## src/logic/gsm_pkg.sv

```systemverilog
// constants and types of the fuel gauge sleep mode controller
// Overview of operation
// - wake after interval, one conversion set, sleep
// - sleep powers analog down, ultra-low-power oscillator times
// - accumulator tick every half second keeps running
// - grounded aux: pack below cell-low trip enters
// - analog aux below aux trip enters sleep
// - sleep request bit enters periodic-wake state
// - current magnitude below low-current trip enters
// - interval is 2^(div+mult) half seconds
// - clear request or wake condition returns run
// - charge current above threshold wakes to run
// - pack voltage above rise level wakes
// - storage: no conversions, accumulation or bus
// - storage bit or low pack arms storage
// - both lines low long enough enter storage
// - both lines high long enough exit storage
// - one slave address, CRC-8 packet error check
// - divider 0..7 gives 0.5 s to 64 s
package gsm_pkg;
    // clock
    localparam int CLK_PERIOD_NS = 8;
    // line hold times, in ns
    localparam int STORAGE_ENTRY_LOW_TIME_NS = 2000000;
    localparam int WAKE_HIGH_TIME_NS = 1000000;
    // default ultra-low-power oscillator edges per half second
    localparam int ULP_EDGES_HALF_SEC = 16384;
    // default slave address, a neutral value
    localparam logic [6:0] SLAVE_ADDR_RST = 7'h0B;
    // register byte offsets
    localparam logic [7:0] OFS_OPERATING_MODE_REGISTER = 8'h00;
    localparam logic [7:0] OFS_CONV_CFG = 8'h04;
    localparam logic [7:0] OFS_TRIP_CTRL = 8'h08;
    localparam logic [7:0] OFS_CELL_LOW = 8'h0C;
    localparam logic [7:0] OFS_AUX_LOW = 8'h10;
    localparam logic [7:0] OFS_LOW_CUR = 8'h14;
    localparam logic [7:0] OFS_CHG_WAKE = 8'h18;
    localparam logic [7:0] OFS_PACK_RISE = 8'h1C;
    localparam logic [7:0] OFS_STORE_TRIP = 8'h20;
    localparam logic [7:0] OFS_STATUS = 8'h24;
    localparam logic [7:0] OFS_PEC = 8'h28;
    localparam logic [7:0] OFS_SLAVE_ADDR = 8'h2C;
    // operating mode register fields
    localparam int OPM_SLEEP_REQ = 0;
    localparam int OPM_STORAGE = 1;
    localparam int OPM_MULT_LO = 2;
    // converter config register fields
    localparam int CFG_AUX_ANALOG = 3;
    // trip control enable bits
    localparam int TC_CELL_LOW = 0;
    localparam int TC_AUX_LOW = 1;
    localparam int TC_LOW_CUR = 2;
    localparam int TC_CHG_WAKE = 3;
    localparam int TC_PACK_RISE = 4;
    localparam int TC_STORAGE = 5;
    // reset values
    localparam logic [15:0] REG_RST = 16'h0000;
    // axi responses
    localparam logic [1:0] RESP_OKAY = 2'h0;
    localparam logic [1:0] RESP_SLVERR = 2'h2;
    // packet error check polynomial x^8+x^2+x+1
    localparam logic [7:0] CRC_POLY = 8'h07;
    // power modes
    typedef enum logic [1:0] {
        GSM_RUN = 2'b00,
        GSM_NAP = 2'b01,
        GSM_WAKE = 2'b10,
        GSM_STORE = 2'b11
    } gsm_mode_t;
endpackage

```

## src/logic/gsm_hold_timer.sv

```systemverilog
// level hold timer: done once the level has held for HOLD cycles
`timescale 1ns/1ps
`default_nettype none
module gsm_hold_timer #(
    parameter int HOLD = 16
) (
    input wire logic clk, // system clock
    input wire logic rstn, // async reset, active low
    input wire logic level, // condition being timed
    output logic done // held long enough
);
    localparam int CW = $clog2(HOLD + 1);
    localparam logic [CW-1:0] LAST = CW'(HOLD);
    logic [CW-1:0] cnt_r; // cycles the level has held

    generate
        if (HOLD < 1)
        begin : g_chk
            $error("gsm_hold_timer: HOLD must be at least 1");
        end
    endgenerate

    // restart on every drop of the level, saturate at the hold time
    always_ff @(posedge clk or negedge rstn)
    begin
        if (!rstn)
            cnt_r <= '0;
        else if (!level)
            cnt_r <= '0;
        else if (cnt_r != LAST)
            cnt_r <= cnt_r + 1'b1;
    end

    assign done = level && (cnt_r == LAST);
endmodule
`default_nettype wire

```

## src/logic/gsm_ctrl.sv

```systemverilog
// sleep and storage mode controller with axi4-lite registers
`timescale 1ns/1ps
`default_nettype none
module gsm_ctrl #(
    parameter int ULP_EDGES_HALF = gsm_pkg::ULP_EDGES_HALF_SEC, // ulp edges per 0.5 s
    parameter int LOW_HOLD_CYC = (gsm_pkg::STORAGE_ENTRY_LOW_TIME_NS
        + gsm_pkg::CLK_PERIOD_NS - 1) / gsm_pkg::CLK_PERIOD_NS, // entry low time
    parameter int HIGH_HOLD_CYC = (gsm_pkg::WAKE_HIGH_TIME_NS
        + gsm_pkg::CLK_PERIOD_NS - 1) / gsm_pkg::CLK_PERIOD_NS // wake high time
) (
    input wire logic clk, // 125 MHz clock
    input wire logic rstn, // async reset, active low
    input wire logic s_axi_awvalid, // write address valid
    output logic s_axi_awready, // write address ready
    input wire logic [7:0] s_axi_awaddr, // write byte address
    input wire logic s_axi_wvalid, // write data valid
    output logic s_axi_wready, // write data ready
    input wire logic [31:0] s_axi_wdata, // write data
    input wire logic [3:0] s_axi_wstrb, // byte strobes
    output logic s_axi_bvalid, // write response valid
    input wire logic s_axi_bready, // write response ready
    output logic [1:0] s_axi_bresp, // write response
    input wire logic s_axi_arvalid, // read address valid
    output logic s_axi_arready, // read address ready
    input wire logic [7:0] s_axi_araddr, // read byte address
    output logic s_axi_rvalid, // read data valid
    input wire logic s_axi_rready, // read data ready
    output logic [31:0] s_axi_rdata, // read data
    output logic [1:0] s_axi_rresp, // read response
    input wire logic [15:0] pack_voltage_pin, // pack voltage result
    input wire logic [15:0] aux_analog_input, // aux input result
    input wire logic signed [15:0] current_meas, // current, positive charges
    input wire logic conv_done, // conversion set finished
    input wire logic ulp_osc, // ultra-low-power oscillator pin
    input wire logic scl_in, // bus clock line level
    input wire logic sda_in, // bus data line level
    input wire logic [7:0] pec_byte, // byte for packet error check
    input wire logic pec_valid, // pec byte strobe
    input wire logic pec_clear, // restart pec
    output logic analog_en, // analog circuitry powered
    output logic conv_start, // start one conversion set
    output logic accum_tick, // half-second accumulator update
    output logic smbus_ignore, // two-wire bus traffic ignored
    output logic [1:0] power_mode, // current gsm_mode_t
    output logic [6:0] slave_addr, // the single bus slave address
    output logic [7:0] pec_crc // running crc-8
);
    generate
        if (ULP_EDGES_HALF < 2)
        begin : g_chk
            $error("gsm_ctrl: ULP_EDGES_HALF must be at least 2");
        end
    endgenerate

    // pin synchronisers, stage one read only by stage two
    logic [2:0] ulp_s_r; // ulp sync and edge stage
    logic [1:0] scl_s_r; // bus clock sync
    logic [1:0] sda_s_r; // bus data sync
    always_ff @(posedge clk or negedge rstn)
    begin
        if (!rstn)
        begin
            ulp_s_r <= '0;
            scl_s_r <= '1; // lines idle high, so no false fall after reset
            sda_s_r <= '1;
        end
        else
        begin
            ulp_s_r <= {ulp_s_r[1:0], ulp_osc};
            scl_s_r <= {scl_s_r[0], scl_in};
            sda_s_r <= {sda_s_r[0], sda_in};
        end
    end
    wire ulp_edge = ulp_s_r[1] && !ulp_s_r[2];
    wire both_low = !scl_s_r[1] && !sda_s_r[1];
    wire both_high = scl_s_r[1] && sda_s_r[1];

    // half-second divider on the ulp oscillator, runs in every mode
    localparam int UW = $clog2(ULP_EDGES_HALF);
    localparam logic [UW-1:0] ULP_LAST = UW'(ULP_EDGES_HALF - 1);
    logic [UW-1:0] ulp_cnt_r; // ulp edges this half second
    wire half_tick = ulp_edge && (ulp_cnt_r == ULP_LAST);
    always_ff @(posedge clk or negedge rstn)
    begin
        if (!rstn)
            ulp_cnt_r <= '0;
        else if (half_tick)
            ulp_cnt_r <= '0;
        else if (ulp_edge)
            ulp_cnt_r <= ulp_cnt_r + 1'b1;
    end

    // registers
    logic [15:0] operating_mode_register_r, cfg_r, trip_r, cell_low_r, aux_low_r; // control words, cell and aux trip levels
    logic [15:0] low_cur_r, chg_wake_r, pack_rise_r, store_trip_r; // trip levels
    logic [6:0] saddr_r; // slave address
    gsm_pkg::gsm_mode_t state_r, state_nxt; // power mode
    logic by_req_r; // periodic-wake entered by request
    logic seen_high_r; // lines were high before the fall
    logic [14:0] nap_cnt_r, nap_cnt_nxt; // half seconds left asleep

    // trip comparisons
    wire aux_analog = cfg_r[gsm_pkg::CFG_AUX_ANALOG];
    wire [15:0] cur_mag = current_meas[15] ? 16'(-current_meas) : current_meas;
    wire cell_trip = !aux_analog && trip_r[gsm_pkg::TC_CELL_LOW]
        && (pack_voltage_pin < cell_low_r);
    wire aux_trip = aux_analog && trip_r[gsm_pkg::TC_AUX_LOW]
        && (aux_analog_input < aux_low_r);
    wire cur_trip = trip_r[gsm_pkg::TC_LOW_CUR] && (cur_mag < low_cur_r);
    wire sleep_req = operating_mode_register_r[gsm_pkg::OPM_SLEEP_REQ];
    wire nap_go = sleep_req || cell_trip || aux_trip || cur_trip;
    wire chg_wake = trip_r[gsm_pkg::TC_CHG_WAKE] && !current_meas[15]
        && (current_meas > $signed(chg_wake_r));
    wire rise_wake = trip_r[gsm_pkg::TC_PACK_RISE]
        && (pack_voltage_pin > pack_rise_r);
    wire wake_go = (by_req_r && !sleep_req) || chg_wake || rise_wake;
    wire store_arm = operating_mode_register_r[gsm_pkg::OPM_STORAGE] || (trip_r[gsm_pkg::TC_STORAGE]
        && (pack_voltage_pin < store_trip_r));
    wire low_done, high_done; // hold timers expired
    wire store_go = store_arm && seen_high_r && low_done;
    wire [3:0] nap_exp = {1'b0, cfg_r[2:0]} + {1'b0, operating_mode_register_r[4:2]};
    wire [14:0] nap_load = 15'(16'h0001 << nap_exp);

    gsm_hold_timer #(.HOLD(LOW_HOLD_CYC)) u_low_hold (
        .clk(clk),
        .rstn(rstn),
        .level(both_low),
        .done(low_done)
    );
    gsm_hold_timer #(.HOLD(HIGH_HOLD_CYC)) u_high_hold (
        .clk(clk),
        .rstn(rstn),
        .level(both_high),
        .done(high_done)
    );

    // mode sequencer; storage is checked first in every non-storage mode
    always_comb
    begin
        state_nxt = state_r;
        nap_cnt_nxt = nap_cnt_r;
        case (state_r)
            gsm_pkg::GSM_RUN:
            begin
                if (store_go)
                    state_nxt = gsm_pkg::GSM_STORE;
                else if (nap_go)
                begin
                    state_nxt = gsm_pkg::GSM_NAP;
                    nap_cnt_nxt = nap_load;
                end
            end
            gsm_pkg::GSM_NAP:
            begin
                if (store_go)
                    state_nxt = gsm_pkg::GSM_STORE;
                else if (wake_go)
                    state_nxt = gsm_pkg::GSM_RUN;
                else if (half_tick)
                begin
                    nap_cnt_nxt = nap_cnt_r - 15'h0001;
                    if (nap_cnt_r == 15'h0001)
                        state_nxt = gsm_pkg::GSM_WAKE;
                end
            end
            gsm_pkg::GSM_WAKE:
            begin
                if (store_go)
                    state_nxt = gsm_pkg::GSM_STORE;
                else if (wake_go)
                    state_nxt = gsm_pkg::GSM_RUN;
                else if (conv_done)
                begin
                    state_nxt = gsm_pkg::GSM_NAP;
                    nap_cnt_nxt = nap_load;
                end
            end
            gsm_pkg::GSM_STORE:
            begin
                if (high_done)
                    state_nxt = gsm_pkg::GSM_RUN;
            end
            default:
                state_nxt = gsm_pkg::GSM_RUN;
        endcase
    end

    // mode state and registered mode outputs
    always_ff @(posedge clk or negedge rstn)
    begin
        if (!rstn)
        begin
            state_r <= gsm_pkg::GSM_RUN;
            nap_cnt_r <= '0;
            by_req_r <= 1'b0;
            seen_high_r <= 1'b0;
            analog_en <= 1'b1;
            conv_start <= 1'b0;
            accum_tick <= 1'b0;
            smbus_ignore <= 1'b0;
            power_mode <= gsm_pkg::GSM_RUN;
        end
        else
        begin
            state_r <= state_nxt;
            nap_cnt_r <= nap_cnt_nxt;
            if (state_r == gsm_pkg::GSM_RUN)
                by_req_r <= sleep_req;
            // a fall only counts after the lines were seen high
            if (state_nxt == gsm_pkg::GSM_STORE)
                seen_high_r <= 1'b0;
            else if (both_high)
                seen_high_r <= 1'b1;
            analog_en <= (state_nxt != gsm_pkg::GSM_NAP)
                && (state_nxt != gsm_pkg::GSM_STORE);
            conv_start <= (state_nxt == gsm_pkg::GSM_WAKE)
                && (state_r != gsm_pkg::GSM_WAKE);
            accum_tick <= half_tick && (state_r != gsm_pkg::GSM_STORE);
            smbus_ignore <= (state_nxt == gsm_pkg::GSM_STORE);
            power_mode <= state_nxt;
        end
    end

    // axi4-lite write path: address and data taken in either order
    logic aw_hold_r, w_hold_r; // halves captured
    logic [7:0] aw_addr_r; // captured address
    logic [31:0] w_data_r; // captured data
    logic [3:0] w_strb_r; // captured strobes
    wire aw_fire = s_axi_awvalid && s_axi_awready;
    wire w_fire = s_axi_wvalid && s_axi_wready;
    wire wr_do = aw_hold_r && w_hold_r;
    wire aw_hold_nxt = (aw_hold_r && !wr_do) || aw_fire;
    wire w_hold_nxt = (w_hold_r && !wr_do) || w_fire;
    wire bvalid_nxt = wr_do || (s_axi_bvalid && !s_axi_bready);
    wire [15:0] wmask = {{8{w_strb_r[1]}}, {8{w_strb_r[0]}}};
    wire [15:0] wval = w_data_r[15:0];
    wire wr_hit = (aw_addr_r <= gsm_pkg::OFS_SLAVE_ADDR) && (aw_addr_r[1:0] == 2'b00)
        && (aw_addr_r != gsm_pkg::OFS_STATUS) && (aw_addr_r != gsm_pkg::OFS_PEC);
    wire store_set = wr_do && (aw_addr_r == gsm_pkg::OFS_OPERATING_MODE_REGISTER) && w_strb_r[0]
        && wval[gsm_pkg::OPM_STORAGE];
    wire leave_store = (state_r == gsm_pkg::GSM_STORE) && high_done;

    function automatic logic [15:0] merge(input logic [15:0] old,
        input logic [15:0] val, input logic [15:0] msk);
        merge = (old & ~msk) | (val & msk);
    endfunction

    always_ff @(posedge clk or negedge rstn)
    begin
        if (!rstn)
        begin
            aw_hold_r <= 1'b0;
            w_hold_r <= 1'b0;
            aw_addr_r <= '0;
            w_data_r <= '0;
            w_strb_r <= '0;
            s_axi_awready <= 1'b0;
            s_axi_wready <= 1'b0;
            s_axi_bvalid <= 1'b0;
            s_axi_bresp <= gsm_pkg::RESP_OKAY;
        end
        else
        begin
            aw_hold_r <= aw_hold_nxt;
            w_hold_r <= w_hold_nxt;
            if (aw_fire)
                aw_addr_r <= s_axi_awaddr;
            if (w_fire)
            begin
                w_data_r <= s_axi_wdata;
                w_strb_r <= s_axi_wstrb;
            end
            s_axi_awready <= !aw_hold_nxt && !bvalid_nxt;
            s_axi_wready <= !w_hold_nxt && !bvalid_nxt;
            s_axi_bvalid <= bvalid_nxt;
            if (wr_do)
                s_axi_bresp <= wr_hit ? gsm_pkg::RESP_OKAY : gsm_pkg::RESP_SLVERR;
        end
    end

    // register writes; a storage write wins over the exit clear
    always_ff @(posedge clk or negedge rstn)
    begin
        if (!rstn)
        begin
            operating_mode_register_r <= gsm_pkg::REG_RST;
            cfg_r <= gsm_pkg::REG_RST;
            trip_r <= gsm_pkg::REG_RST;
            cell_low_r <= gsm_pkg::REG_RST;
            aux_low_r <= gsm_pkg::REG_RST;
            low_cur_r <= gsm_pkg::REG_RST;
            chg_wake_r <= gsm_pkg::REG_RST;
            pack_rise_r <= gsm_pkg::REG_RST;
            store_trip_r <= gsm_pkg::REG_RST;
            saddr_r <= gsm_pkg::SLAVE_ADDR_RST;
        end
        else
        begin
            if (wr_do && (aw_addr_r == gsm_pkg::OFS_OPERATING_MODE_REGISTER))
                operating_mode_register_r <= merge(operating_mode_register_r, wval, wmask);
            else if (leave_store)
                operating_mode_register_r <= gsm_pkg::REG_RST; // volatile mode bits lost
            if (wr_do && (aw_addr_r == gsm_pkg::OFS_CONV_CFG))
                cfg_r <= merge(cfg_r, wval, wmask);
            if (wr_do && (aw_addr_r == gsm_pkg::OFS_TRIP_CTRL))
                trip_r <= merge(trip_r, wval, wmask);
            if (wr_do && (aw_addr_r == gsm_pkg::OFS_CELL_LOW))
                cell_low_r <= merge(cell_low_r, wval, wmask);
            if (wr_do && (aw_addr_r == gsm_pkg::OFS_AUX_LOW))
                aux_low_r <= merge(aux_low_r, wval, wmask);
            if (wr_do && (aw_addr_r == gsm_pkg::OFS_LOW_CUR))
                low_cur_r <= merge(low_cur_r, wval, wmask);
            if (wr_do && (aw_addr_r == gsm_pkg::OFS_CHG_WAKE))
                chg_wake_r <= merge(chg_wake_r, wval, wmask);
            if (wr_do && (aw_addr_r == gsm_pkg::OFS_PACK_RISE))
                pack_rise_r <= merge(pack_rise_r, wval, wmask);
            if (wr_do && (aw_addr_r == gsm_pkg::OFS_STORE_TRIP))
                store_trip_r <= merge(store_trip_r, wval, wmask);
            if (wr_do && (aw_addr_r == gsm_pkg::OFS_SLAVE_ADDR) && w_strb_r[0])
                saddr_r <= wval[6:0];
        end
    end
    assign slave_addr = saddr_r;

    // packet error check, crc-8 one byte per strobe
    function automatic logic [7:0] crc8(input logic [7:0] crc, input logic [7:0] b);
        logic [7:0] c;
        c = crc ^ b;
        for (int i = 0; i < 8; i++)
            c = c[7] ? ((c << 1) ^ gsm_pkg::CRC_POLY) : (c << 1);
        crc8 = c;
    endfunction
    always_ff @(posedge clk or negedge rstn)
    begin
        if (!rstn)
            pec_crc <= '0;
        else if (pec_clear)
            pec_crc <= '0;
        else if (pec_valid)
            pec_crc <= crc8(pec_crc, pec_byte);
    end

    // axi4-lite read path
    wire ar_fire = s_axi_arvalid && s_axi_arready;
    wire [15:0] status_w = {12'h000, analog_en, store_arm, state_r};
    logic [15:0] rd_val; // selected register
    logic rd_ok; // address mapped
    always_comb
    begin
        rd_ok = 1'b1;
        case (s_axi_araddr)
            gsm_pkg::OFS_OPERATING_MODE_REGISTER: rd_val = operating_mode_register_r;
            gsm_pkg::OFS_CONV_CFG: rd_val = cfg_r;
            gsm_pkg::OFS_TRIP_CTRL: rd_val = trip_r;
            gsm_pkg::OFS_CELL_LOW: rd_val = cell_low_r;
            gsm_pkg::OFS_AUX_LOW: rd_val = aux_low_r;
            gsm_pkg::OFS_LOW_CUR: rd_val = low_cur_r;
            gsm_pkg::OFS_CHG_WAKE: rd_val = chg_wake_r;
            gsm_pkg::OFS_PACK_RISE: rd_val = pack_rise_r;
            gsm_pkg::OFS_STORE_TRIP: rd_val = store_trip_r;
            gsm_pkg::OFS_STATUS: rd_val = status_w;
            gsm_pkg::OFS_PEC: rd_val = {8'h00, pec_crc};
            gsm_pkg::OFS_SLAVE_ADDR: rd_val = {9'h000, saddr_r};
            default:
            begin
                rd_val = 16'h0000;
                rd_ok = 1'b0;
            end
        endcase
    end
    always_ff @(posedge clk or negedge rstn)
    begin
        if (!rstn)
        begin
            s_axi_arready <= 1'b0;
            s_axi_rvalid <= 1'b0;
            s_axi_rdata <= '0;
            s_axi_rresp <= gsm_pkg::RESP_OKAY;
        end
        else if (ar_fire)
        begin
            s_axi_arready <= 1'b0;
            s_axi_rvalid <= 1'b1;
            s_axi_rdata <= {16'h0000, rd_val};
            s_axi_rresp <= rd_ok ? gsm_pkg::RESP_OKAY : gsm_pkg::RESP_SLVERR;
        end
        else if (s_axi_rvalid && s_axi_rready)
        begin
            s_axi_rvalid <= 1'b0;
            s_axi_arready <= 1'b1;
        end
        else if (!s_axi_rvalid)
            s_axi_arready <= 1'b1;
    end

    // checks
    chk_nap_analog_off: assert property (@(posedge clk) disable iff (!rstn)
        state_r == gsm_pkg::GSM_NAP |-> !analog_en)
        else $error("analog powered while asleep");
    chk_single_conv: assert property (@(posedge clk) disable iff (!rstn)
        conv_start |-> state_r == gsm_pkg::GSM_WAKE ##1 !conv_start)
        else $error("conversion start not single");
    chk_tick_continues: assert property (@(posedge clk) disable iff (!rstn)
        half_tick && state_r != gsm_pkg::GSM_STORE |=> accum_tick)
        else $error("accumulator tick lost");
    chk_storage_quiet: assert property (@(posedge clk) disable iff (!rstn)
        state_r == gsm_pkg::GSM_STORE |-> smbus_ignore && !analog_en ##1 !accum_tick)
        else $error("storage mode not quiet");
    chk_entry_trip: assert property (@(posedge clk) disable iff (!rstn)
        state_r == gsm_pkg::GSM_RUN && nap_go && !store_go
        |=> state_r == gsm_pkg::GSM_NAP && nap_cnt_r == $past(nap_load))
        else $error("periodic-wake entry missed");
    chk_storage_prio: assert property (@(posedge clk) disable iff (!rstn)
        state_r != gsm_pkg::GSM_STORE && store_go |=> state_r == gsm_pkg::GSM_STORE)
        else $error("storage entry missed");
    chk_wake_exit: assert property (@(posedge clk) disable iff (!rstn)
        (state_r == gsm_pkg::GSM_NAP || state_r == gsm_pkg::GSM_WAKE) && wake_go
        && !store_go |=> state_r == gsm_pkg::GSM_RUN)
        else $error("wake condition ignored");
    chk_storage_exit: assert property (@(posedge clk) disable iff (!rstn)
        leave_store |=> state_r == gsm_pkg::GSM_RUN ##1 !smbus_ignore)
        else $error("storage exit wrong");
    chk_storage_arm: assert property (@(posedge clk) disable iff (!rstn)
        store_set |=> operating_mode_register_r[gsm_pkg::OPM_STORAGE] && store_arm)
        else $error("storage not armed");
    chk_nap_wake: assert property (@(posedge clk) disable iff (!rstn)
        state_r == gsm_pkg::GSM_NAP && half_tick && nap_cnt_r == 15'h0001
        && !wake_go && !store_go |=> conv_start && state_r == gsm_pkg::GSM_WAKE)
        else $error("interval expiry did not wake");
endmodule
`default_nettype wire

```

## config.mk

```make
export PLATFORM = sky130hd
export DESIGN_NAME = gsm_ctrl
export DESIGN_NICKNAME = d
export VERILOG_FILES = /design/src/logic/gsm_pkg.sv /design/src/logic/gsm_hold_timer.sv /design/src/logic/gsm_ctrl.sv
export SDC_FILE = /design/constraint.sdc
export NUM_CORES = 1
export LEC_CHECK = 0
export ABC_CLOCK_PERIOD_IN_PS = 7000
export BUFFER_PORTS_ARGS = -buffer_cell sky130_fd_sc_hd__clkbuf_2
export CAP_MARGIN = 0
export CELL_PAD_IN_SITES_DETAIL_PLACEMENT = 1
export CELL_PAD_IN_SITES_GLOBAL_PLACEMENT = 1
export CORE_UTILIZATION = 40
export DETAILED_ROUTE_END_ITERATION = 8
export PLACE_DENSITY_LB_ADDON = 0.05
export SYNTH_ARGS = -nofsm -noshare
export SYNTH_HDL_FRONTEND = slang
export SYNTH_SLANG_ARGS = --single-unit
```

## constraint.sdc

```tcl
create_clock -name clk -period 7 [get_ports clk]
set_input_delay 1.4 -clock clk [delete_from_list [all_inputs] [get_ports clk]]
set_output_delay 1.4 -clock clk [all_outputs]
set_load 0.03 [all_outputs]
```

**Word level (Yosys, flattened, before mapping)**

Cells that the tools add are included.
W data, S select, Z words.

- Output and inout bits: 62
- Input port bits: 121
- Register bits: 291
- Logic and storage cells: 257

- Equal/unequal tests: 48
- Magnitude comparators: 7
- Shifts and indexed selects: 1
- Mux-type cells: 50
- Reduce and logical (&&, ||, !) cells: 78
- Bitwise logic cells: 29
- $add $sub $neg: 6

Operators with widths:

| operator | number |
|---|---|
| $pmux W16 S12 | 1 |
| $and A16 B16 Y16 | 10 |
| $or A16 B16 Y16 | 9 |
| $mux W15 | 8 |
| $eq A8 B5 Y1 const B | 8 |
| $lt A16 B16 Y1 | 4 |
| $eq A8 B6 Y1 const B | 6 |
| $mux W16 | 3 |
| $logic_and A1 B1 Y1 | 46 |
| $pmux W15 S3 | 1 |
| $mux W18 | 2 |
| $mux W17 | 2 |
| $eq A8 B4 Y1 const B | 4 |
| $gt A16 B16 Y1 | 2 |
| $mux W14 | 2 |
| $ne A2 B2 Y1 const B | 13 |
| $mux W2 | 12 |
| $mux W3 | 8 |
| $not A3 Y3 | 8 |
| $add A18 B1 Y18 const B | 1 |
| $eq A18 B18 Y1 const B | 1 |
| $ne A18 B18 Y1 const B | 1 |
| $add A17 B1 Y17 const B | 1 |
| $eq A17 B17 Y1 const B | 1 |
| 28 further kinds | 65 |

**Longest topological paths before layout**

Gate-level depths: netlist (run 1).

- Word-level depth: 19
- Mapped depth: 18
- Gate-level depth less buffers: 17

**Cells and area by module**

From an unflattened synthesis (run 1), not the netlist that was laid out.

- Cell total of the unflattened synthesis: 1519
- Area, all modules: 16119.2 um2

By module, submodules not included:

| module | sequential area each (um2) | times used | cells an instance | area each (um2) |
|---|---|---|---|---|
| gsm_ctrl | 6366.1 | 1 | 1321 | 14227.4 |
| gsm_hold_timer (u_low_hold) | 450.4 | 1 | 105 | 964.7 |
| gsm_hold_timer (u_high_hold) | 425.4 | 1 | 93 | 927.1 |

**Worst setup path before layout (run 1)**

Ideal clock, no wire load.

- Path type: input-to-reg
- Start point: input port current_meas[8]
- End point: register nap_cnt_r[11]
- Arrival time: 4.386 ns
- Path buffers: 1
- Cell stages on the path: 13
- Setup time: 0.134 ns
- Required time: 6.866 ns
- Setup slack: 2.479 ns
- Path through: or4_1 -> or4_1 -> o31ai_1 -> xnor2_1 -> ha_1 -> and4_1 -> a221oi_1 -> nand3b_1 -> nand3_1 -> o21ai_2 -> clkbuf_1 -> a211oi_1 -> o22ai_2

- Cells in the longest elaborated chain, start to end: 7
- Elaborated cells between the ends (all ways): 13
- Classes of those cells: add/sub: 1; order compare: 2; eq/ne: 3; mux: 1; reduce/logical: 6

Ends and longest elaborated chain:

| what | RTL line | text |
|---|---|---|
| start, declared | gsm_ctrl.sv:32 | `input wire logic signed [15:0] current_meas,` |
| $neg A16 Y16 | gsm_ctrl.sv:104 | `wire [15:0] cur_mag = current_meas[15] ? 16'(-current_meas) : current_meas;` |
| $mux W16 | gsm_ctrl.sv:104 |  |
| $lt A16 B16 Y1 | gsm_ctrl.sv:109 | `wire cur_trip = trip_r[gsm_pkg::TC_LOW_CUR] && (cur_mag < low_cur_r);` |
| $logic_and A1 B1 Y1 | gsm_ctrl.sv:109 |  |
| $logic_or A1 B1 Y1 | gsm_ctrl.sv:111 | `wire nap_go = sleep_req \|\| cell_trip \|\| aux_trip \|\| cur_trip;` |
| $ne A2 B2 Y1 (no source line) | n/a |  |
| $reduce_and A9 Y1 (no source line) * | n/a |  |
| end signal, assigned | gsm_ctrl.sv:206 | `nap_cnt_r <= nap_cnt_nxt;` |
| end, declared | gsm_ctrl.sv:100 | `logic [14:0] nap_cnt_r, nap_cnt_nxt;` |

Mark *: on every way between the ends. The rest lies on a longest branch, timed or not.
A chain may end at the register's enable or synchronous reset.

**Worst setup path after layout (run 1)**

- Start point: input port current_meas[8]
- End point: register nap_cnt_r[9]

Same word-level chain as after synthesis.

==> results of run 1 <==
[worst paths after layout]
check                                 from                   to  slack (ns)  depth (start not counted)
setup / recovery           current_meas[8]         nap_cnt_r[9]        2.21                         14
hold / removal                  sda_s_r[0]           sda_s_r[1]        0.35                          0
setup reg to reg                      flop         nap_cnt_r[9]        3.45                         10
hold reg to reg                 sda_s_r[0]           sda_s_r[1]        0.35                          0
max in group asynchronous             rstn           ulp_s_r[2]        4.91                          2
min in group asynchronous             rstn  u_low_hold.cnt_r[7]        0.79                          1
[metal layers]
layer / part of all wire / track usage / vias to the layer above
li1: - / - / 5900
met1: 0.46 / 0.350 / 6493
met2: 0.47 / 0.409 / 268
met3: 0.048 / 0.0482 / 69
met4: 0.022 / 0.0660 / 0
met5: 0 / 0 / -
[where the power goes]
group,total [uW],switching (uW),leakage [uW],internal (uW)
Combinational,1350,816,0.00362,531
Clock,1930,778,0.000598,1150
Sequential,2430,485,0.00388,1940
Total,5700,2080,0.00810,3620
[through the flow]
step | utilization | cell area [um^2] | cells
after floorplan | - | 15900 | 1606
after global placement | 0.437 | 17000 | 2199
after detailed placement | 0.437 | 17000 | 2199
after CTS | 0.468 | 18200 | 2264
after global routing | 0.468 | 18200 | 2264
final | 0.468 | 18200 | 2266
[critical path, cell delays in order]
cell and delay [ns]:
clkbuf_2 0.12, or4_1 0.55, or4_1 0.54, o31ai_1 0.26
xnor2_1 0.10, ha_1 0.30, and4_1 0.25, nand2_1 0.06
a2111oi_0 0.24, nand3b_1 0.28, nand3_1 0.20, o21ai_2 0.35
or2_4 0.39, o21ai_0 0.13
[cell type report]
class / instances / area, um^2
Antenna cell: 2 / 5.00
Clock buffer: 48 / 1030
Clock inverter: 17 / 184
Fill cell: 4440 / 20700
Inverter: 119 / 447
Multi-Input combinational cell: 1119 / 7810
Sequential cell: 289 / 7240
Tap cell: 518 / 648
Timing Repair Buffer: 154 / 813
[cells by family after synthesis]
family,synth area share
other,0.000237
XOR/XNOR,0.0421
AND/OR/NAND/NOR,0.138
buffers and inverters,0.0520
adder cells (fa/ha/maj),0.0835
multiplexers,0.0734
AO/OA/AOI/OAI,0.152
flip-flops,0.459
[synthesized netlist by cell type (all sizes together) (13+ instances only)]
library cell	n	share of area
a22o	27	0.015
ha	103	0.082
buf	23	0.010
o21ai	121	0.039
nand4	24	0.0095
nor3	20	0.0067
a22oi	36	0.017
nand3	52	0.016
clkbuf	56	0.013
a21oi	60	0.019
nand2b	13	0.0051
and3	16	0.0063
nand2	148	0.035
o31ai	19	0.0090
nor2	121	0.029
mux2	103	0.073
dfrtp	281	0.45
xnor2	43	0.024
xor2	33	0.018
a221oi	22	0.012
inv	119	0.028
==> flow_metrics.tcl, run 1 <==
set metrics [dict create \
    hold-worst-slack_ns 0.349 \
    antenna_found_initial 1 \
    slew_headroom 0.283 \
    tightest_slew_ns 1.07 \
    final_common_cell "dfrtp_1" \
    drt_iter0_markers 713 \
    ctsResizeCount 0 \
    core_mm2 0.0388 \
    syn_inst 1589 \
    grt_pass1_vias 13300 \
    dp_worst_setup_slack_ns 1.68 \
    grtUsageTotal 0.254 \
    clockBufferDepth 3 \
    drive_gt1_frac 0.198 \
    antenna_left 0 \
    numClockSinks 289 \
    via_per_inst 5.62 \
    cap_violations 0 \
    min_period_ns 4.79 \
    drv_slew 0 \
    total_power_uw 5700 \
    routabilityCongestion 0.845 \
    clk_latency_ns 0.56 \
    ir_drop_mv 0.254 \
    final.setup.worst_slack_ns 2.21 \
    io_buffers 146 \
    async_flop_share 1.00 \
    synth_ff_type "dfrtp_1" \
    fp.dieH_um 201 \
    routedWlPerCell_um 22.1 \
    die_w_um 201 \
    nNetsFinal 1944 \
    dp_hpwl_mm 37.0 \
    powerDensity_mw_per_mm2 314 \
    via_count 12700 \
    path_max_fanout 16 \
    drtPass1Iterations 5 \
    grt_start_max_net_pins 148 \
    setup_tns_ns 0 \
    setup_violations 0 \
    cts_setup_buffers 0 \
    rsz0062_at_grt "no" \
    crit_type "in2reg" \
    max_freq_mhz 209 \
    core.rowCount 72 \
    synth_seq_cells 289 \
    crit_path_start_kind "input pin" \
    synth_area_per_cell_um2 9.94 \
    synthToLayoutAreaGrowth_pct 15.1 \
    critical_path_required_ns 7.41 \
    drt-total-wl_mm 50.2 \
    postCtsHoldBufs 0 \
    final.setup_skew_ns 0.0275 \
    holdCritPathClass "reg2reg" \
    grt_pass1_wl_mm 78.8 \
    yosys_warnings 0 \
    cts_buffers 36 \
    cts_tree "done" \
    hold_violations 0 \
    io_pins 183 \
    p_leak_uw 0.00810 \
    yosysSeqAreaShare 0.459 \
    period_share 0.684 \
    root_buffer "clkbuf_16" \
    start_util 0.407 \
    netlist_area_mm2 0.0158 \
    final_cell_mix "dfrtp_1 (281), nand2_1 (148), clkbuf_2 (145), inv_1 (119), nor2_1 (115)" \
    drc 0 \
    end_kind "flop" \
    crit_arrival_ns 5.20 \
    path_clk_slew_ns 0.06 \
    die_area_mm2 0.0403 \
    synth_edf_count 0 \
    htreeDepth 2 \
    yosysUniqueCellTypes 71 \
    status "completed" \
    grt-ovfl-total 0 \
]
Power figures use the tool's default switching activity.
==> run 2, diff against run 1 <==
ABC_CLOCK_PERIOD_IN_PS = 3900   (was 7000)
clock period = 3.9 ns   (was 7 ns; I/O delays follow)
==> run 2 against run 1 <==
- critical path depth unchanged
- global-route usage grew 0.11 points
- via count grew 1.3%
- power rose by 80%
- highest routed layer unchanged
==> flow_metrics.tcl, run 2 (synthesis gave the netlist of run 1 again) <==
set metrics [dict create \
    status "completed" \
    crit_arrival_ns 4.23 \
    die_w_um 201 \
    combinationalPowerShare 0.251 \
    holdCritPathClass "in2async" \
    end_kind "flop" \
    grt_start_max_net_pins 90 \
    final_common_cell "dfrtp_1" \
    drv_slew 0 \
    final-instance-count-excl-fill 2306 \
    drtPass1Iterations 5 \
    drive_gt1_frac 0.213 \
    antenna_found_initial 0 \
    place_inst 2238 \
    path_clk_slew_ns 0.05 \
    grt-ovfl-total 0 \
    powerDensity_mw_per_mm2 556 \
    power_switching_uw 3710 \
    setup_violations 0 \
    power_frac_seq 0.421 \
    fillers 4384 \
    cts_buffers 36 \
    final.setup_skew_ns 0.0142 \
    synthToLayoutAreaGrowth_pct 17.1 \
    fp.dieH_um 201 \
    drt_iter0_markers 691 \
    via_per_inst 5.59 \
    htreeDepth 2 \
    die_area_mm2 0.0403 \
    crit_type "in2reg" \
    grtUsageTotal 0.255 \
    p_int_uw 6570 \
    core.rowCount 72 \
    dp_hpwl_mm 37.6 \
    final_cell_mix "dfrtp_1 (281), nand2_1 (148), clkbuf_2 (145), nor2_1 (121), inv_1 (119)" \
    grt_pass1_vias 13300 \
    clockBufferDepth 3 \
    period_share 0.978 \
    crit_path_start_kind "input pin" \
    p_clk_frac 0.328 \
    slew_headroom 0.303 \
    numClockSinks 289 \
    switching_share 0.361 \
    cts_tree "done" \
    io_buffers 146 \
    grt_pass1_wl_mm 78.8 \
    io_pins 183 \
    routedWlPerCell_um 22.1 \
    nNetsFinal 1984 \
    critical_path_required_ns 4.31 \
    drc 0 \
    via_count 12900 \
    setup_tns_ns 0 \
    area.sequential_mm2 0.00724 \
    ir_drop_mv 0.415 \
    hold_violations 0 \
    core_mm2 0.0388 \
    start_util 0.407 \
    hold-worst-slack_ns 0.269 \
    max_freq_mhz 262 \
    cts_setup_buffers 0 \
    drt-total-wl_mm 50.9 \
    routabilityCongestion 0.863 \
    cap_violations 0 \
    clk_latency_ns 0.55 \
    min_period_ns 3.82 \
    tightest_slew_ns 1.04 \
    p_leak_uw 0.00830 \
    multi_input_area_mm2 0.00782 \
    antenna_left 0 \
    root_buffer "clkbuf_16" \
    path_max_fanout 15 \
]
==> run 2: cell types whose count changed in the layout (fill, tap and decap cells not counted), sizes merged <==
| cell | previous run | this run |
|---|---|---|
| buf | 9 | 48 |
| clkbuf | 193 | 205 |
| clkinv | 10 | 1 |
| bufinv | 3 | 1 |
| diode | 2 | 1 |
| or2 | 6 | 7 |
==> run 2: repair_timing <==
action,CTS,global route
hold buffers,0,0
endpoints found under the setup margin,0,15
endpoints found under the hold margin,0,0
resized for setup,0,5
==> run 2: stage by stage <==
step	total power [uW]	utilization	setup WS [ns]	instance area (um^2)
2_1_floorplan	5830	-	0.0168	15900
3_3_place_gp	6840	0.445	-0.405	17300
3_5_place_dp	6940	0.445	-0.513	17300
4_1_cts	10400	0.475	0.0909	18500
5_1_grt	10800	0.476	-0.0762	18500
6_report	10300	0.476	0.0844	18500
==> run 2: cell type report <==
| type | count | area share |
|---|---|---|
| clock inverter | 6 | 0.00365 |
| tap | 518 | 0.0350 |
| clock buffer | 60 | 0.0612 |
| inverter | 119 | 0.0242 |
| multi-input combinational | 1120 | 0.423 |
| sequential | 289 | 0.392 |
| antenna | 1 | 0.000135 |
| timing repair buffer | 193 | 0.0612 |
==> run 2: critical path, cell delays in order <==
cell      delay [ns]
clkbuf_2        0.10
or4_4           0.54
or4_4           0.51
buf_4           0.15
nor4bb_2        0.31
ha_1            0.29
and4_1          0.18
a221oi_1        0.27
nand3b_1        0.26
nand3_2         0.18
o21ai_2         0.11
buf_12          0.17
o31ai_1         0.24
o21ai_0         0.13
==> run 2: power by group through the flow <==
stage                     clock (uW)  combinational (uW)  sequential (uW)
after CTS                       3470                2590             4320
final                           3370                2580             4330
after global placement             0                2500             4340
after floorplan                    0                1870             3960
after global routing            3570                2880             4400
after detailed placement           0                2580             4360
==> run 2: worst paths after layout <==
check                      cells past startpoint                    endpoint  slack (ns)            start
hold / removal                                 1                  pec_crc[5]        0.27             rstn
min in group clk                               1                  scl_s_r[0]        0.32           scl_in
hold reg to reg                                0                  ulp_s_r[1]        0.35       ulp_s_r[0]
setup reg to reg                              11               nap_cnt_r[10]        0.84             flop
setup / recovery                              14                nap_cnt_r[7]        0.08  current_meas[8]
max in group asynchronous                      2  asynchronous set/reset pin        2.72             rstn
==> run 2: per-layer routing <==
metal | global-route usage | part of all wire | vias to the layer above
met1 | 0.350 | 0.46 | 6549
met4 | 0.0782 | 0.027 | 0
met3 | 0.0394 | 0.044 | 73
li1 | - | - | 5981
met2 | 0.415 | 0.47 | 297
met5 | 0 | 0 | -
==> run 3, diff against run 2 <==
ABC_AREA = 1   (was unset)
==> run 3 against run 2 <==
- hold slack got worse by 0.076 ns
- area after synthesis rose by 2.8%
- flip-flop and latch count did not move
- synthesized cell count grew 24%
- final cell count rose by 16%
- non-clock buffer count decreased by 29
- first-iteration DRC count is 19% higher
- clock skew increased by 0.011 ns
- setup slack better by 0.55 ns
- utilization shrank 0.81 points
- fmax is 17% higher
==> flow_metrics.tcl, run 3 <==
set metrics [dict create \
    yosysUniqueCellTypes 63 \
    synth_seq_cells 289 \
    via_count 14200 \
    powerDensity_mw_per_mm2 528 \
    drv_slew 0 \
    synth_top_area_cell "dfrtp_1" \
    nNetsFinal 2351 \
    async_flop_share 1.00 \
    crit_type "in2reg" \
    drt_iter0_markers 822 \
    antenna_found_initial 0 \
    status "completed" \
    drc 0 \
    antenna_left 0 \
    period_share 0.837 \
    grt_pass1_vias 14800 \
    cts_buffers 36 \
    postCtsHoldBufs 0 \
    hold-worst-slack_ns 0.193 \
    cp_slowest_stage_delay_ns 0.31 \
    synthToLayoutAreaGrowth_pct 15.1 \
    ir_drop_mv 0.364 \
    rsz0062_at_grt "no" \
    clockBufferDepth 3 \
    critPathMostFrequentCell "nand2_1" \
    yosysTopAreaCellShare 0.433 \
    slew_headroom 0.340 \
    grt_pass1_wl_mm 85.4 \
    final.setup_skew_ns 0.0251 \
    netlist_area_mm2 0.0162 \
    setup_violations 0 \
    end_kind "flop" \
    htreeDepth 2 \
    drtPass1Iterations 5 \
    ctsResizeCount 0 \
    routedWlPerCell_um 20.2 \
    hold_violations 0 \
    synth_ff_type "dfrtp_1" \
    path_clk_slew_ns 0.06 \
    crit_family "simple AND/OR/NAND/NOR gates" \
    drive_gt1_frac 0.142 \
    critical_path_required_ns 4.33 \
    path_max_fanout 30 \
    cts_setup_buffers 0 \
    clk_latency_ns 0.56 \
    start_util 0.407 \
    grt_start_max_net_pins 83 \
    cap_violations 0 \
    final_common_cell "nand2_1" \
    tightest_slew_ns 0.983 \
    setup_tns_ns 0 \
    syn_inst 1974 \
    p_leak_uw 0.00899 \
    netlist_top_cells_area "dfrtp_1 (43%), nand2_1 (9.3%), ha_1 (7.9%)" \
    diodes 0 \
    core_mm2 0.0399 \
    synth.most_common_cell "nand2_1" \
    yosysSeqAreaShare 0.446 \
    critPathBufInv 5 \
    holdCritPathClass "in2async" \
    io_buffers 146 \
    fillers 4825 \
    crit_path_start_kind "input pin" \
    min_period_ns 3.26 \
    multi_input_area_mm2 0.00756 \
    cts_tree "done" \
    routabilityCongestion 0.876 \
    synth_common_cells "nand2_1 (403), inv_1 (294), dfrtp_1 (281), o21ai_0 (190), nor2_1 (127)" \
    area.sequential_mm2 0.00724 \
    drt-total-wl_mm 54.0 \
    grt-ovfl-total 0 \
    dp_hpwl_mm 41.0 \
    final_cell_mix "nand2_1 (403), inv_1 (294), dfrtp_1 (281), o21ai_0 (190), clkbuf_2 (145)" \
    via_per_inst 5.30 \
    numClockSinks 289 \
    critPathSlowestCell "ha_1" \
    synth_edf_count 0 \
    path_cells "clkbuf_2 > nor3_1 > inv_1 > nor3_1 > inv_1 > nor2_1 > nand2_1 > nand2_1 > o21ai_0 > xor2_1 > ha_1 > nand2_1 > inv_1 > o21ai_0 > nand2_1 > a21oi_1 > nand3_1 > nand4_1 > nand3_2 > buf_12 > nand2_2 > o21ai_2" \
    synth_area_per_cell_um2 8.23 \
    grtUsageTotal 0.269 \
    io_pins 183 \
    fp.dieH_um 203 \
    yosys_warnings 0 \
    crit_arrival_ns 3.70 \
    die_area_mm2 0.0414 \
    max_freq_mhz 307 \
    core.rowCount 73 \
    die_w_um 203 \
    root_buffer "clkbuf_16" \
]
==> run 3: cell count changes after synthesis, sizes merged, moves of 21 or more <==
cell | previous run | this run
nand2 | 148 | 421
nand3 | 52 | 78
mux2 | 103 | 6
a22oi | 36 | 1
nor3 | 20 | 41
xnor2 | 43 | 18
inv | 119 | 303
o21ai | 121 | 208
a21oi | 60 | 96
a22o | 27 | 1
o22ai | 3 | 59
==> run 3: metal layers <==
layer / track usage / routed length, um / vias up
met4: 0.0902 / 1560 / 0
li1: - / - / 6808
met5: 0 / 0 / -
met2: 0.440 / 25300 / 277
met3: 0.0356 / 2230 / 78
met1: 0.367 / 24900 / 7021
==> run 3: final timing paths <==
| path | start | endpoint | slack, ns | cells after the start |
|---|---|---|---|---|
| setup / recovery | current_meas[2] | nap_cnt_r[11] | 0.64 | 22 |
| hold / removal | rstn | u_high_hold.cnt_r[10] | 0.19 | 1 |
| min in group clk | sda_in | sda_s_r[0] | 0.33 | 1 |
| setup reg to reg | aw_addr_r[1] | flop | 1.20 | 5 |
| hold reg to reg | ulp_s_r[0] | ulp_s_r[1] | 0.35 | 0 |
| max in group asynchronous | rstn | slave_addr[3] | 2.81 | 2 |
==> run 3: kinds of logic after synthesis <==
family                   after synthesis  synth area share
multiplexers                           6           0.00416
AO/OA/AOI/OAI                        431             0.156
XOR/XNOR                              48            0.0259
buffers and inverters                372            0.0922
other                                  1          0.000231
AND/OR/NAND/NOR                      723             0.195
adder cells (fa/ha/maj)              104            0.0806
flip-flops                           289             0.446
==> run 3: cell type report <==
cell class                 count  share of cell area
multi-input combinational   1330               0.405
sequential                   289               0.388
inverter                     305              0.0614
clock buffer                  53              0.0549
timing repair buffer         164              0.0495
tap                          525              0.0352
clock inverter                10             0.00670
==> run 3: metrics by stage <==
| step | power [uW] | std cells | area, um^2 | worst slack [ns] | utilization |
|---|---|---|---|---|---|
| floorplan | 5520 | 1991 | 16300 | 0.758 | - |
| global placement | 6430 | 2613 | 17500 | 0.153 | 0.439 |
| detailed placement | 6550 | 2613 | 17500 | 0.0459 | 0.439 |
| CTS | 9950 | 2676 | 18700 | 0.623 | 0.468 |
| global route | 10400 | 2676 | 18700 | 0.322 | 0.468 |
| finish | 9860 | 2676 | 18700 | 0.637 | 0.468 |
==> run 3: worst reg2reg max path, stage by stage, from the launching register on <==
cell and delay (ns):
dfrtp_1 0.38, nor2_1 0.21, inv_1 0.13, nor3_1 0.77, nand3_1 0.66, o21ai_0 0.44
==> run 3: power breakdown <==
group          internal [uW]  switching [uW]
sequential              3520             361
clock                   2020            1360
combinational            792            1820
